### src/shared/rtc_cal_pkg.sv
// How it works
// - Years hold two BCD digits, tens high nibble, units low, 00 to 99.
// - Month is BCD with tens in bit 4; bits 7..5 read zero.
// - Date is BCD, units 0-9, tens 0-3, valid range 1 to 31.
// - Date counter handles leap-year February without any host action.
// - Weekday in bits 2..0 rings 1 to 7 then 1, independent of date.
// - Hours are 24-hour BCD, two-bit tens digit, valid range 0 to 23.
// - Tens-of-hours digit counts only 0 to 2, then returns to 0.
// - Hours bit 7 is a stored format flag that does not change the count; bit 6 reads zero.
// - Minutes BCD, upper digit in bits 6..4, bit 7 reads zero.
package rtc_cal_pkg;

  // ****************************************
  // Register map
  // ****************************************
  localparam logic [16:0] MINUTES_OFS = 17'h1_FFFA;
  localparam logic [16:0] HOURS_OFS = 17'h1_FFFB;
  localparam logic [16:0] WEEKDAY_OFS = 17'h1_FFFC;
  localparam logic [16:0] DATE_OFS = 17'h1_FFFD;
  localparam logic [16:0] MONTH_OFS = 17'h1_FFFE;
  localparam logic [16:0] YEAR_OFS = 17'h1_FFFF;

  // ****************************************
  // Field layout
  // ****************************************
  localparam logic [7:0] MINUTES_MASK = 8'h7F;
  localparam logic [7:0] HOURS_MASK = 8'h3F;
  localparam logic [7:0] WEEKDAY_MASK = 8'h07;
  localparam logic [7:0] DATE_MASK = 8'h3F;
  localparam logic [7:0] MONTH_MASK = 8'h1F;
  localparam logic [7:0] YEAR_MASK = 8'hFF;
  localparam int HOUR_FMT_BIT = 7;

  // ****************************************
  // Counting limits in BCD
  // ****************************************
  localparam logic [7:0] MINUTES_LAST = 8'h59;
  localparam logic [7:0] HOURS_LAST = 8'h23;
  localparam logic [7:0] MONTH_LAST = 8'h12;
  localparam logic [7:0] YEAR_LAST = 8'h99;
  localparam logic [7:0] ZERO_FIRST = 8'h00;
  localparam logic [7:0] ONE_FIRST = 8'h01;
  localparam logic [2:0] WEEKDAY_LAST = 3'h7;
  localparam logic [2:0] WEEKDAY_FIRST = 3'h1;
  localparam logic [7:0] FEB_BCD = 8'h02;
  localparam logic [7:0] APR_BCD = 8'h04;
  localparam logic [7:0] JUN_BCD = 8'h06;
  localparam logic [7:0] SEP_BCD = 8'h09;
  localparam logic [7:0] NOV_BCD = 8'h11;
  localparam logic [7:0] DAYS_28 = 8'h28;
  localparam logic [7:0] DAYS_29 = 8'h29;
  localparam logic [7:0] DAYS_30 = 8'h30;
  localparam logic [7:0] DAYS_31 = 8'h31;

  // ****************************************
  // Reset values
  // ****************************************
  localparam logic [7:0] MINUTES_RST = 8'h00;
  localparam logic [7:0] HOURS_RST = 8'h00;
  localparam logic [2:0] WEEKDAY_RST = 3'h1;
  localparam logic [7:0] DATE_RST = 8'h01;
  localparam logic [7:0] MONTH_RST = 8'h01;
  localparam logic [7:0] YEAR_RST = 8'h00;

  // ****************************************
  // Carriers
  // ****************************************
  typedef struct packed {
    logic [16:0] addr;
    logic [7:0] data;
    logic chip_en_n;
    logic write_en_n;
    logic out_en_n;
  } host_bus_t;

  typedef struct packed {
    logic [7:0] data;
    logic oe_n;
  } dq_drive_t;

endpackage

### src/hdl/bcd_step.sv
`timescale 1ns/1ps
module bcd_step
  import rtc_cal_pkg::*;
(
  // Counter value and limits
  input wire logic [7:0] value_in,
  input wire logic [7:0] last_in,
  input wire logic [7:0] first_in,
  // Advance request
  input wire logic step_in,
  // Result
  output logic [7:0] result_out,
  output logic carry_out
);

  // A value already past the limit also wraps, so a bad host write heals.
  always_comb begin
    result_out = value_in;
    carry_out = 1'b0;
    if (step_in) begin
      if (value_in >= last_in) begin
        result_out = first_in;
        carry_out = 1'b1;
      end else if (value_in[3:0] >= 4'h9) begin
        result_out = {value_in[7:4] + 4'h1, 4'h0};
      end else begin
        result_out = {value_in[7:4], value_in[3:0] + 4'h1};
      end
    end
  end

endmodule // bcd_step

### src/hdl/rtc_calendar.sv
`timescale 1ns/1ps
module rtc_calendar
  import rtc_cal_pkg::*;
(
  // Clock, reset and enable
  input wire logic CLOCK_IN,
  input wire logic RST_IN,
  input wire logic CE_IN,
  // Time base, one pulse per minute
  input wire logic MINUTE_TICK_IN,
  // Host memory bus
  input wire host_bus_t BUS_IN,
  // Data pins
  output dq_drive_t DQ_OUT
);

  // ****************************************
  // State
  // ****************************************
  typedef struct packed {
    logic [7:0] minutes;
    logic [7:0] hours;
    logic hour_fmt;
    logic [2:0] weekday;
    logic [7:0] date;
    logic [7:0] month;
    logic [7:0] year;
    logic wr_active;
    logic [16:0] wr_addr;
    logic [7:0] wr_data;
    logic [7:0] rd_data;
    logic rd_drive;
  } state_t;

  state_t q;
  state_t next_q;

  // ****************************************
  // Helpers
  // ****************************************
  // A BCD year is a multiple of four when an even tens digit meets
  // 0, 4 or 8, or an odd tens digit meets 2 or 6.
  function automatic logic is_leap(input logic [7:0] yr);
    logic odd_tens;
    odd_tens = yr[4];
    if (odd_tens) begin
      is_leap = (yr[3:0] == 4'h2) || (yr[3:0] == 4'h6);
    end else begin
      is_leap = (yr[3:0] == 4'h0) || (yr[3:0] == 4'h4) ||
                (yr[3:0] == 4'h8);
    end
  endfunction

  function automatic logic [7:0] month_days(input logic [7:0] mon,
                                            input logic [7:0] yr);
    case (mon)
      FEB_BCD: month_days = is_leap(yr) ? DAYS_29 : DAYS_28;
      APR_BCD, JUN_BCD, SEP_BCD, NOV_BCD: month_days = DAYS_30;
      default: month_days = DAYS_31;
    endcase
  endfunction

  function automatic logic in_map(input logic [16:0] a);
    in_map = (a >= MINUTES_OFS) && (a <= YEAR_OFS);
  endfunction

  // ****************************************
  // Counter chain
  // ****************************************
  logic [7:0] min_next;
  logic [7:0] hour_next;
  logic [7:0] date_next;
  logic [7:0] month_next;
  logic [7:0] year_next;
  logic min_carry;
  logic hour_carry;
  logic date_carry;
  logic month_carry;
  logic [7:0] date_last;

  assign date_last = month_days(q.month, q.year);

  bcd_step u_min (
    .value_in(q.minutes),
    .last_in(MINUTES_LAST),
    .first_in(ZERO_FIRST),
    .step_in(MINUTE_TICK_IN),
    .result_out(min_next),
    .carry_out(min_carry)
  );

  // The hour limit of 23 keeps the tens digit within 0 to 2.
  bcd_step u_hour (
    .value_in(q.hours),
    .last_in(HOURS_LAST),
    .first_in(ZERO_FIRST),
    .step_in(min_carry),
    .result_out(hour_next),
    .carry_out(hour_carry)
  );

  bcd_step u_date (
    .value_in(q.date),
    .last_in(date_last),
    .first_in(ONE_FIRST),
    .step_in(hour_carry),
    .result_out(date_next),
    .carry_out(date_carry)
  );

  bcd_step u_month (
    .value_in(q.month),
    .last_in(MONTH_LAST),
    .first_in(ONE_FIRST),
    .step_in(date_carry),
    .result_out(month_next),
    .carry_out(month_carry)
  );

  bcd_step u_year (
    .value_in(q.year),
    .last_in(YEAR_LAST),
    .first_in(ZERO_FIRST),
    .step_in(month_carry),
    .result_out(year_next),
    .carry_out()
  );

  // ****************************************
  // Bus decode
  // ****************************************
  logic sel;
  logic write_now;
  logic commit;

  assign sel = !BUS_IN.chip_en_n && in_map(BUS_IN.addr);
  assign write_now = sel && !BUS_IN.write_en_n;
  // A write lands when the strobe ends, so late data setup is honoured.
  assign commit = q.wr_active && !write_now;

  // ****************************************
  // Next state
  // ****************************************
  always_comb begin
    next_q = q;
    next_q.minutes = min_next & MINUTES_MASK;
    next_q.hours = hour_next & HOURS_MASK;
    next_q.date = date_next & DATE_MASK;
    next_q.month = month_next & MONTH_MASK;
    next_q.year = year_next & YEAR_MASK;
    if (hour_carry) begin
      if (q.weekday >= WEEKDAY_LAST || q.weekday == 3'h0) begin
        next_q.weekday = WEEKDAY_FIRST;
      end else begin
        next_q.weekday = q.weekday + 3'h1;
      end
    end

    // Host writes win over a count in the same cycle.
    next_q.wr_active = write_now;
    if (write_now) begin
      next_q.wr_addr = BUS_IN.addr;
      next_q.wr_data = BUS_IN.data;
    end
    if (commit) begin
      case (q.wr_addr)
        MINUTES_OFS: next_q.minutes = q.wr_data & MINUTES_MASK;
        HOURS_OFS: begin
          next_q.hours = q.wr_data & HOURS_MASK;
          next_q.hour_fmt = q.wr_data[HOUR_FMT_BIT];
        end
        WEEKDAY_OFS: next_q.weekday = q.wr_data[2:0];
        DATE_OFS: next_q.date = q.wr_data & DATE_MASK;
        MONTH_OFS: next_q.month = q.wr_data & MONTH_MASK;
        YEAR_OFS: next_q.year = q.wr_data & YEAR_MASK;
        default: next_q.wr_data = q.wr_data;
      endcase
    end

    // Read data is registered; it follows the address one cycle late.
    next_q.rd_drive = sel && BUS_IN.write_en_n && !BUS_IN.out_en_n;
    case (BUS_IN.addr)
      MINUTES_OFS: next_q.rd_data = q.minutes & MINUTES_MASK;
      HOURS_OFS: begin
        next_q.rd_data = q.hours & HOURS_MASK;
        next_q.rd_data[HOUR_FMT_BIT] = q.hour_fmt;
      end
      WEEKDAY_OFS: next_q.rd_data = {5'h00, q.weekday};
      DATE_OFS: next_q.rd_data = q.date & DATE_MASK;
      MONTH_OFS: next_q.rd_data = q.month & MONTH_MASK;
      YEAR_OFS: next_q.rd_data = q.year & YEAR_MASK;
      default: next_q.rd_data = 8'h00;
    endcase
  end

  // ****************************************
  // Registers
  // ****************************************
  always_ff @(posedge CLOCK_IN) begin
    if (RST_IN) begin
      q.minutes <= MINUTES_RST;
      q.hours <= HOURS_RST;
      q.hour_fmt <= 1'b0;
      q.weekday <= WEEKDAY_RST;
      q.date <= DATE_RST;
      q.month <= MONTH_RST;
      q.year <= YEAR_RST;
      q.wr_active <= 1'b0;
      q.wr_addr <= 17'h0_0000;
      q.wr_data <= 8'h00;
      q.rd_data <= 8'h00;
      q.rd_drive <= 1'b0;
    end else if (CE_IN) begin
      q <= next_q;
    end
  end

  // ****************************************
  // Outputs
  // ****************************************
  // One driver for the whole carrier keeps the port a single-source variable.
  assign DQ_OUT = '{data: q.rd_data, oe_n: !q.rd_drive};

endmodule // rtc_calendar

### config.mk
export PLATFORM = sky130hd
export DESIGN_NAME = rtc_calendar
export DESIGN_NICKNAME = d
export VERILOG_FILES = /design/src/shared/rtc_cal_pkg.sv /design/src/hdl/bcd_step.sv /design/src/hdl/rtc_calendar.sv
export SDC_FILE = /design/constraint.sdc
export NUM_CORES = 1
export LEC_CHECK = 0
export BUFFER_PORTS_ARGS = -buffer_cell sky130_fd_sc_hd__buf_2
export CORE_MARGIN = 2
export CORE_UTILIZATION = 40
export DETAILED_ROUTE_END_ITERATION = 8
export HOLD_SLACK_MARGIN = 0.05
export SLEW_MARGIN = 30
export SYNTH_ARGS = -nofsm -noshare
export SYNTH_HDL_FRONTEND = slang
export SYNTH_SLANG_ARGS = --single-unit
export TNS_END_PERCENT = 1
### constraint.sdc
create_clock -name CLOCK_IN -period 4.1 [get_ports CLOCK_IN]
set_input_delay 0.41 -clock CLOCK_IN [delete_from_list [all_inputs] [get_ports CLOCK_IN]]
set_output_delay 0.41 -clock CLOCK_IN [all_outputs]
set_load 0.02 [all_outputs]
* Word level (Yosys, flattened, before mapping)
Index checks and enable logic that the tools add are counted.
W data, S select, Z words.
** Cells by class
- Order comparisons :: 13
- Add/subtract/negate cells :: 11
- Reduce and logical (&&, ||, !) cells :: 22
- Muxes and demuxes :: 40
- Equal/unequal tests :: 22
** Operators by type and width (number)
- $eq A17 B17 Y1 const B :: 12
- $mux W8 :: 7
- $pmux W8 S6 :: 1
- $mux W43 :: 1
- $mux W6 :: 7
- $mux W7 :: 5
- $add A4 B1 Y4 const B :: 6
- $ge A4 B4 Y1 const B :: 5
- $mux W5 :: 4
- $ge A17 B17 Y1 const B :: 1
- $le A17 B17 Y1 const B :: 1
- $eq A8 B3 Y1 const B :: 2
- $mux W1 :: 11
- $pmux W5 S2 :: 1
- $mux W3 :: 3
- $eq A4 B3 Y1 const B :: 2
- $eq A8 B2 Y1 const B :: 1
- $eq A8 B4 Y1 const B :: 1
- $eq A8 B5 Y1 const B :: 1
- $ge A8 B5 Y1 const B :: 1
- $ge A8 B6 Y1 :: 1
- $ge A8 B6 Y1 const B :: 1
- $ge A8 B8 Y1 const B :: 1
- $ge A7 B7 Y1 const B :: 1
- other kinds (16) :: 31
** Storage, ports and cells
- Output and inout bits :: 9
- Register bits :: 78
- Input bits :: 32
- Logic and storage cells :: 120

* Longest topological paths before layout
Gate-level depths: netlist (run 1).
- Depth after elaboration :: 14
- Depth in mapped cells :: 14
- Depth with buffers taken out :: 14

* Hierarchy
From an unflattened synthesis (run 1), not the netlist that was laid out.
** Second synthesis, totals
- Cell total of the unflattened synthesis :: 825
- Area total of the unflattened synthesis :: 6764.0 µm²
** By module, submodules not included
- rtc_calendar :: area each 3460.8 µm², instances 1, cells each 400, sequential area each 1421.4 µm²
- bcd_step :: area each 660.6 µm², instances 5, cells each 85, sequential area each 0.0 µm²

* Worst setup path before layout (run 1)
No wires, ideal clock.
- Kind :: reg-to-reg
- Start point :: reg q[35] (netlist bit)
- End point :: reg q[41] (netlist bit)
- Slack :: 988 ps
- Required time :: 3978 ps
- Cell stages (with the launch flop) :: 15
- Path buffers :: 0
- Clock period less this slack :: 3112 ps
- Setup time :: 122 ps
- Data arrival time :: 2990 ps
- Cell sequence :: dfxtp_1 -> inv_1 -> ha_1 -> nand2b_1 -> a21boi_0 -> o221ai_1 -> a21oi_1 -> a31oi_1 -> ha_1 -> or4b_4 -> a211oi_2 -> nor4_4 -> a41oi_1 -> nor3_1 -> a311o_1
** Between the ends
- Word-level cells in the longest chain between the ends :: 14
- Elaborated cells between the ends (all ways) :: 23
- Classes of those cells :: order compare: 3; eq/ne: 4; mux: 12; reduce/logical: 4
** RTL lines
- start: declaration :: RTL line rtc_calendar.sv:35 : state_t q;
- start signal: assignment :: RTL line rtc_calendar.sv:214 : q <= next_q;
- $eq A4 B3 Y1 / $logic_not A4 Y1 (equally long branches) :: RTL line rtc_calendar.sv:49 : is_leap = (yr[3:0] == 4'h0) || (yr[3:0] == 4'h4) ||
- $logic_or A1 B1 Y1 (2 in a row) :: RTL line rtc_calendar.sv:49
- $mux W1 :: RTL line rtc_calendar.sv:46 : if (odd_tens) begin
- $mux W1 :: RTL line rtc_calendar.sv:56 : case (mon)
- $mux W1 :: RTL line rtc_calendar.sv:57 : FEB_BCD: month_days = is_leap(yr) ? DAYS_29 : DAYS_28;
- $pmux W5 S2 :: RTL line rtc_calendar.sv:56
- $ge A8 B6 Y1 :: RTL line bcd_step.sv:21 : if (value_in >= last_in) begin
- $mux W1 :: RTL line bcd_step.sv:21
- $mux W1 (2 in a row) :: RTL line bcd_step.sv:20 : if (step_in) begin
- $mux W8 * :: RTL line bcd_step.sv:20
- $mux W8 :: RTL line rtc_calendar.sv:166 : case (q.wr_addr)
- $mux W43 * :: RTL line rtc_calendar.sv:165 : if (commit) begin
Every way passes the cells marked *; elsewhere a longest branch is shown, timed or not. The select of a mux whose other input is x is not followed.
A chain may end at the register's enable or synchronous reset.

* Final worst setup path (run 1)
Same ends and word-level chain as after synthesis.

==> results of run 1 <==
-- worst reg2reg max path, cell delays in order, from the launching register on --
cell	delay (ns)
dfxtp_1	0.41
inv_1	0.12
ha_1	0.21
nand2b_1	0.08
a21boi_0	0.18
o221ai_1	0.14
a21oi_1	0.17
a31oi_1	0.06
ha_1	0.28
or4b_4	0.49
a211oi_2	0.46
nor4_4	0.14
a41oi_1	0.23
nor3_1	0.08
a311o_1	0.26
-- metrics by stage --
stage | area, µm² | std cells | utilization, %
after floorplan | 4813 | 599 | -
after global placement | 5005 | 747 | 42.19
after detailed placement | 5005 | 747 | 42.19
after CTS | 5291 | 763 | 44.61
after global routing | 5291 | 763 | 44.61
final | 5291 | 763 | 44.61
-- final cells by class --
cell class | instances | area, µm² | share of cell area [%]
clock inverters | 7 | 61.31 | 1.159
clock buffers | 9 | 225.2 | 4.256
repair buffers | 44 | 230.2 | 4.351
inverters | 31 | 116.4 | 2.199
multi-input cells | 454 | 3053 | 57.70
flip-flops and latches | 71 | 1421 | 26.86
well taps | 147 | 183.9 | 3.476
-- synthesized netlist by cell type, drive strengths merged, types with 5 or more instances --
library cell,number
dfxtp,71
nand2,65
nor2,64
a21oi,38
o21ai,34
inv,31
ha,30
nand3,25
buf,22
clkbuf,21
nand4,20
a211oi,16
nor3,16
a221oi,12
a31oi,8
and3,8
nor4,8
nand2b,7
or4,6
and2,5
mux2i,5
o31ai,5
-- state kept, by name (all words and copies together), names as in the netlist --
name	cells
q	63
DQ_OUT	8
-- path summary, 6_finish.rpt --
path             start     to  slack [ns]  cells past startpoint
max              q[35]  q[41]        0.68                     14
min          BUS_IN[9]  q[15]        0.31                      3
min reg2reg      q[28]  q[28]        0.47                      2
max reg2reg      q[35]  q[41]        0.68                     14
-- report_power, final --
part           total [mW]  leakage (nW)  switching [mW]  internal, mW
registers           0.717         0.575          0.0175         0.700
logic               0.127          1.23          0.0813        0.0454
clock network       0.764         0.135           0.342         0.421
-- cells by family after synthesis --
| kind of cell | count (synthesis) | synth area share (%) |
|---|---|---|
| buffers and inverters | 74 | 7.044 |
| AO/OA/AOI/OAI | 160 | 24.77 |
| flip-flops | 71 | 29.53 |
| XOR/XNOR | 3 | 0.5460 |
| adder cells (fa/ha/maj) | 30 | 7.798 |
| AND/OR/NAND/NOR | 250 | 27.16 |
| multiplexers | 11 | 3.145 |
-- layer usage --
metal	share of wire [%]	vias to the layer above	global-route usage (%)
li1	-	2236	-
met1	44	2172	28.72
met2	46	180	35.93
met3	6.7	39	4.995
met4	3.1	0	8.455
met5	0	-	0
==> results_dict.tcl, run 1 <==
set metrics [dict create \
    status "complete, no violations" \
    clk-insertion-delay-late_ns 0.34 \
    min_period_over_period_pct 83.30 \
    fillers 1154 \
    end_kind "flip-flop" \
    crit_type "flip-flop to flip-flop" \
    tns_ns 0 \
    setup_viol 0 \
    diodes 0 \
    die_y_um 113.7 \
    drt_iter0_markers 379 \
    synth_top_area_share_pct 29.53 \
    cts-root-buf "clkbuf_16" \
    core-area_mm2 0.01186 \
    routedWlPerCell_um 18.46 \
    path_cells "inv_1 > ha_1 > nand2b_1 > a21boi_0 > o221ai_1 > a21oi_1 > a31oi_1 > ha_1 > or4b_4 > a211oi_2 > nor4_4 > a41oi_1 > nor3_1 > a311o_1" \
    synth_top_area_cell "dfxtp_1" \
    synth_nets 661 \
    yosysWarningCount 0 \
    synth_ff_type "dfxtp_1" \
    async_flop_share_pct 0 \
    post_cts_buffers 0 \
    post-route-drc-count 0 \
    pin_count 41 \
    hold_viol 0 \
    grt_usage_pct 22.11 \
    wirelength_um 14090 \
    postCtsHoldBufs 0 \
    cts_sinks 71 \
    synthCells 599 \
    synth_edf_count 0 \
    numCtsBuffers 9 \
    final_cell_mix "71 x dfxtp_1, 65 x nand2_1, 62 x nor2_1, 40 x buf_2, 36 x a21oi_1" \
    ant_nets 0 \
    fin_skew_ns 0.008726 \
    dr.pass1.iters 7 \
    grt_overflow_total 0 \
    period_needed_ns 3.415 \
    gp_congestion 0.8962 \
    layout_setup_ws_ns 0.6847 \
    drive_gt1_share_pct 15.58 \
    rsz0062_at_grt "no" \
    cp.required_ns 4.33 \
    area_growth_syn_to_layout_pct 9.930 \
    netlist_area_mm2 0.004813 \
    layout.cells.most_common "dfxtp_1" \
    grt_pass1_vias 4204 \
    vias_per_cell 6.064 \
    clockBufferDepth 2 \
    die-area_mm2 0.01293 \
    cpPeakStageDelay_ns 0.49 \
    cp.arrival_ns 3.65 \
    cts_resized 0 \
    ys_seq_elements 71 \
    cts_tree "yes" \
    path_max_fanout 7 \
    start_util_pct 40.58 \
    yosysSeqAreaShare_pct 29.53 \
    cp_common_cell "ha_1" \
    cp_top_family "compound AO/OA/AOI/OAI gates" \
    slowest_stage "or4b_4" \
    tightestPinTransition_ns 0.8799 \
    rows 40 \
    htreeDepth 3 \
    die_w_um 113.7 \
    maxSlewViolCount 0 \
    whs_ns 0.3113 \
    grt_pass1_wl_um 22470 \
    power.density_mw_per_mm2 303.8 \
    slew_headroom_pct 40.90 \
    dpl.hpwl_um 10100 \
    synth_area_leaders "dfxtp_1 30%, ha_1 7.8%, nand2_1 5.1%" \
    p_leak_nw 1.939 \
    start_kind "flip-flop" \
    dp_slack_ns 0.7157 \
    ir_worst_vdd_v 0.0001588 \
    ys_types 78 \
    antenna_found_initial 0 \
    syn_avg_cell_area_um2 8.036 \
    hold_class "primary input to flip-flop" \
    worst-path-buf-inv 1 \
    clk_pin_slew_ns 0.06 \
    clock.fmax_ghz 0.2928 \
    total_power_mw 1.607 \
    grt_max_degree 56 \
    portBuffers 40 \
    cap_viol_max_count 0 \
    route.vias.total 4627 \
    layout.nets 673 \
]
Power figures use the tool's default switching activity.
==> run 2, diff against run 1 <==
Clock period 4.1 ns to 3.3 ns, I/O delays scaled along.
==> results_dict.tcl, run 2 (synthesis results as in run 1) <==
set metrics [dict create \
    gp_congestion 0.9048 \
    largest_register "q" \
    clk-insertion-delay-late_ns 0.34 \
    crit_start "q[36]" \
    hold_class "primary input to flip-flop" \
    cp.required_ns 3.50 \
    layout.nets 684 \
    largest_register_ffs 63 \
    dp_slack_ns 0.1158 \
    portBuffers 40 \
    cts_tree "yes" \
    crit_end "q[40]" \
    postCtsHoldBufs 0 \
    layout.cells.most_common "dfxtp_1" \
    r2r_cells 14 \
    grt_overflow_total 0 \
    power_frac_seq_pct 45.2 \
    antenna_found_initial 0 \
    period_needed_ns 3.098 \
    wirelength_um 14350 \
    routedWlPerCell_um 18.53 \
    p_leak_nw 1.994 \
    die-area_mm2 0.01293 \
    power.density_mw_per_mm2 366.5 \
    cts-root-buf "clkbuf_16" \
    hold_viol 0 \
    drt_iter0_markers 351 \
    ir_worst_vdd_v 0.0002666 \
    end_kind "flip-flop" \
    crit_type "flip-flop to flip-flop" \
    dp.cells 756 \
    power.switching_uw 530.1 \
    finalNonFillerCells 774 \
    pin_count 41 \
    path_max_fanout 4 \
    maxSlewViolCount 0 \
    grt_pass1_vias 4321 \
    cts_sinks 71 \
    ff2ff_setup_slack_ns 0.20 \
    clockPowerShare_pct 46.7 \
    layout_setup_ws_ns 0.2015 \
    min_period_over_period_pct 93.89 \
    utilization_pct 45.40 \
    start_util_pct 40.58 \
    area_growth_syn_to_layout_pct 11.88 \
    rsz0062_at_grt "no" \
    dr.pass1.iters 4 \
    ant_nets 0 \
    vias_per_cell 6.099 \
    reg2reg_from "q[36]" \
    p_comb_share_pct 8.1 \
    rows 40 \
    tns_ns 0 \
    start_kind "flip-flop" \
    grt_max_degree 39 \
    drive_gt1_share_pct 18.18 \
    htreeDepth 3 \
    cap_viol_max_count 0 \
    swShare_pct 26.86 \
    clk_pin_slew_ns 0.06 \
    tightestPinTransition_ns 0.8500 \
    setup_viol 0 \
    r2r-end "q[40]" \
    diodes 0 \
    status "complete, no violations" \
    grt_pass1_wl_um 23230 \
    cp.arrival_ns 3.29 \
    post-route-drc-count 0 \
    grt_usage_pct 22.84 \
    die_y_um 113.7 \
    final_cell_mix "68 x dfxtp_1, 65 x nand2_1, 62 x nor2_1, 40 x buf_2, 35 x a21oi_1" \
    core-area_mm2 0.01186 \
    route.vias.total 4721 \
    fin_skew_ns 0.01011 \
    internal_power_mw 1.444 \
    clock.fmax_ghz 0.3227 \
    clockBufferDepth 2 \
    numCtsBuffers 9 \
    dpl.hpwl_um 10410 \
    die_w_um 113.7 \
    slew_headroom_pct 43.23 \
]
==> run 2: worst min path at each step <==
| stage | from | end | cells past startpoint |
|---|---|---|---|
| 3_3_place_gp | q[27] | q[27] | 2 |
| 6_report | BUS_IN[3] | q[9] | 3 |
| 2_1_floorplan | q[25] | q[25] | 2 |
| 4_1_cts | BUS_IN[3] | q[9] | 3 |
| 5_1_grt | BUS_IN[3] | q[9] | 3 |
| 3_5_place_dp | q[27] | q[27] | 2 |
==> run 2: cell type report <==
cell class,count,area (µm²)
flip-flops and latches,71,1425
fillers,1165,6476
well taps,147,183.9
repair buffers,55,312.8
clock buffers,9,225.2
inverters,31,116.4
multi-input cells,454,3067
clock inverters,7,55.05
==> run 2: stage by stage <==
step / area [µm²] / total power [mW] / hold slack, ns
2_1_floorplan: 4813 / 1.011 / 0.4400
3_3_place_gp: 5072 / 1.064 / 0.4501
3_5_place_dp: 5072 / 1.068 / 0.4591
4_1_cts: 5353 / 1.985 / 0.2266
5_1_grt: 5385 / 2.041 / 0.2291
6_report: 5385 / 1.974 / 0.2313
==> run 2: power groups by stage <==
stage	Combinational (mW)	Clock, mW	Sequential [mW]
final	0.160	0.923	0.891
after global routing	0.177	0.971	0.893
after CTS	0.159	0.936	0.890
after detailed placement	0.158	0	0.909
after global placement	0.156	0	0.909
after floorplan	0.112	0	0.900
==> run 2: critical path, stage by stage (launching register included) <==
cell,delay [ns]
dfxtp_1,0.32
inv_1,0.07
ha_1,0.18
nand2b_1,0.10
a21boi_2,0.17
o221ai_2,0.10
a21oi_2,0.13
a31oi_1,0.05
ha_1,0.28
or4b_4,0.49
a211o_1,0.34
nand4_1,0.19
nor4_1,0.10
a221oi_1,0.35
a2111oi_2,0.09
==> run 2: per-layer routing <==
layer | GRT usage (%) | wire length, µm | up-vias
met5 | 0 | 0 | -
met1 | 30.17 | 6238 | 2287
li1 | - | - | 2254
met4 | 8.374 | 425 | 0
met3 | 4.038 | 835 | 33
met2 | 37.52 | 6846 | 147
==> run 2: timing repair <==
item,4_1_cts,5_1_grt
endpoints found under the setup margin,0,14
gates resized for setup,0,9
setup buffers,0,2
==> run 3, diff against run 2 <==
Settings changed: CORE_UTILIZATION 40 to 30.
Clock period 3.3 ns to 3.5 ns, I/O delays scaled along.
==> results_dict.tcl, run 3 (synthesis results as in run 1) <==
set metrics [dict create \
    status "complete, no violations" \
    numCtsBuffers 9 \
    slew_headroom_pct 43.05 \
    start_util_pct 30.52 \
    place_area_mm2 0.005136 \
    fin_area_mm2 0.005484 \
    p_leak_nw 2.001 \
    dpl.hpwl_um 10460 \
    die-area_mm2 0.01707 \
    route.vias.total 4622 \
    drive_gt1_share_pct 16.85 \
    cap_viol_max_count 0 \
    grt_max_degree 67 \
    core-area_mm2 0.01577 \
    post-route-drc-count 0 \
    setup_viol 0 \
    hold_class "primary input to flip-flop" \
    cp.arrival_ns 3.50 \
    hold_viol 0 \
    rsz0062_at_grt "no" \
    ir_worst_vdd_v 0.0002582 \
    largest_register_ffs 63 \
    ant_nets 0 \
    power.density_mw_per_mm2 367.8 \
    drt_iter0_markers 435 \
    die_y_um 130.7 \
    largest_register "q" \
    dp.cells 822 \
    final_cell_mix "69 x dfxtp_1, 65 x nand2_1, 62 x nor2_1, 40 x buf_2, 36 x a21oi_1" \
    layout.cells.most_common "dfxtp_1" \
    finalNonFillerCells 839 \
    fin_skew_ns 0.008163 \
    crit_type "flip-flop to flip-flop" \
    reg2reg_from "q[35]" \
    dr.pass1.iters 6 \
    grt_pass1_vias 4268 \
    wirelength_um 14480 \
    pin_count 41 \
    clk_pin_slew_ns 0.06 \
    maxSlewViolCount 0 \
    htreeDepth 3 \
    postCtsHoldBufs 0 \
    start_kind "flip-flop" \
    clockBufferDepth 2 \
    tns_ns 0 \
    fillers 1688 \
    grt_overflow_total 0 \
    gp_congestion 0.9057 \
    routedWlPerCell_um 17.26 \
    clock.fmax_ghz 0.3082 \
    layout.nets 680 \
    crit_start "q[35]" \
    portBuffers 40 \
    area_growth_syn_to_layout_pct 13.93 \
    antenna_found_initial 0 \
    grt_pass1_wl_um 23160 \
    rows 46 \
    cts-root-buf "clkbuf_16" \
    die_w_um 130.7 \
    end_kind "flip-flop" \
    cts_sinks 71 \
    diodes 0 \
    period_needed_ns 3.245 \
    clk-insertion-delay-late_ns 0.35 \
    cts_tree "yes" \
    min_period_over_period_pct 92.71 \
    tightestPinTransition_ns 0.8527 \
    grt_usage_pct 17.69 \
    path_max_fanout 6 \
    vias_per_cell 5.509 \
    worstHoldStart "BUS_IN[5]" \
    cp.required_ns 3.76 \
]
[run 3: cell type report]
type	count	area, µm²	share of cell area (%)
multi-input combinational	454	3060	55.81
inverter	31	116.4	2.122
clock inverter	7	105.1	1.916
sequential	71	1424	25.96
tap	216	270.3	4.928
timing repair buffer	51	282.8	5.156
clock buffer	9	225.2	4.107
[run 3: routing by layer]
layer	vias to the layer above	GRT usage [%]	wire length, µm
li1	2254	-	-
met2	168	27.60	6468
met3	28	3.990	1036
met4	0	6.070	361
met1	2172	24.15	6611
met5	-	0	0
[run 3: through the flow]
stage	util (%)	setup slack (ns)	hold WS, ns	total power [mW]
floorplan	-	0.3879	0.4400	0.9537
global placement	32.57	0.1965	0.4507	1.006
detailed placement	32.57	0.1825	0.4627	1.006
CTS	34.66	0.1763	0.2363	2.031
global route	34.77	0.03687	0.2525	2.086
finish	34.77	0.2552	0.2465	2.017
[run 3: timing repair]
action | CTS | global route
setup buffers | 0 | 1
endpoints found under the setup margin | 0 | 3
gates resized for setup | 0 | 3
[run 3: power by group]
part / internal (mW) / leakage [nW] / switching [mW]
combinational: 0.0540 / 1.27 / 0.0962
clock: 0.634 / 0.158 / 0.394
sequential: 0.820 / 0.576 / 0.0197
[run 3: final timing paths]
path / endpoint / slack, ns / cells past startpoint
worst min register to register: DQ_OUT[1] / 0.47 / 2
worst max register to register: q[54] / 0.26 / 14
worst min-delay path: q[11] / 0.25 / 3
worst max-delay path: q[54] / 0.26 / 14
[run 3: critical path: stages (launching register included)]
cell and delay (ns):
dfxtp_2 0.37, inv_1 0.10, ha_1 0.20, nand2b_1 0.08
a21boi_0 0.17, o221ai_1 0.15, a21oi_1 0.16, a31oi_1 0.06
ha_1 0.28, or4b_4 0.50, a211o_1 0.31, or2_1 0.27
a21oi_2 0.17, a22oi_1 0.08, a211oi_1 0.24
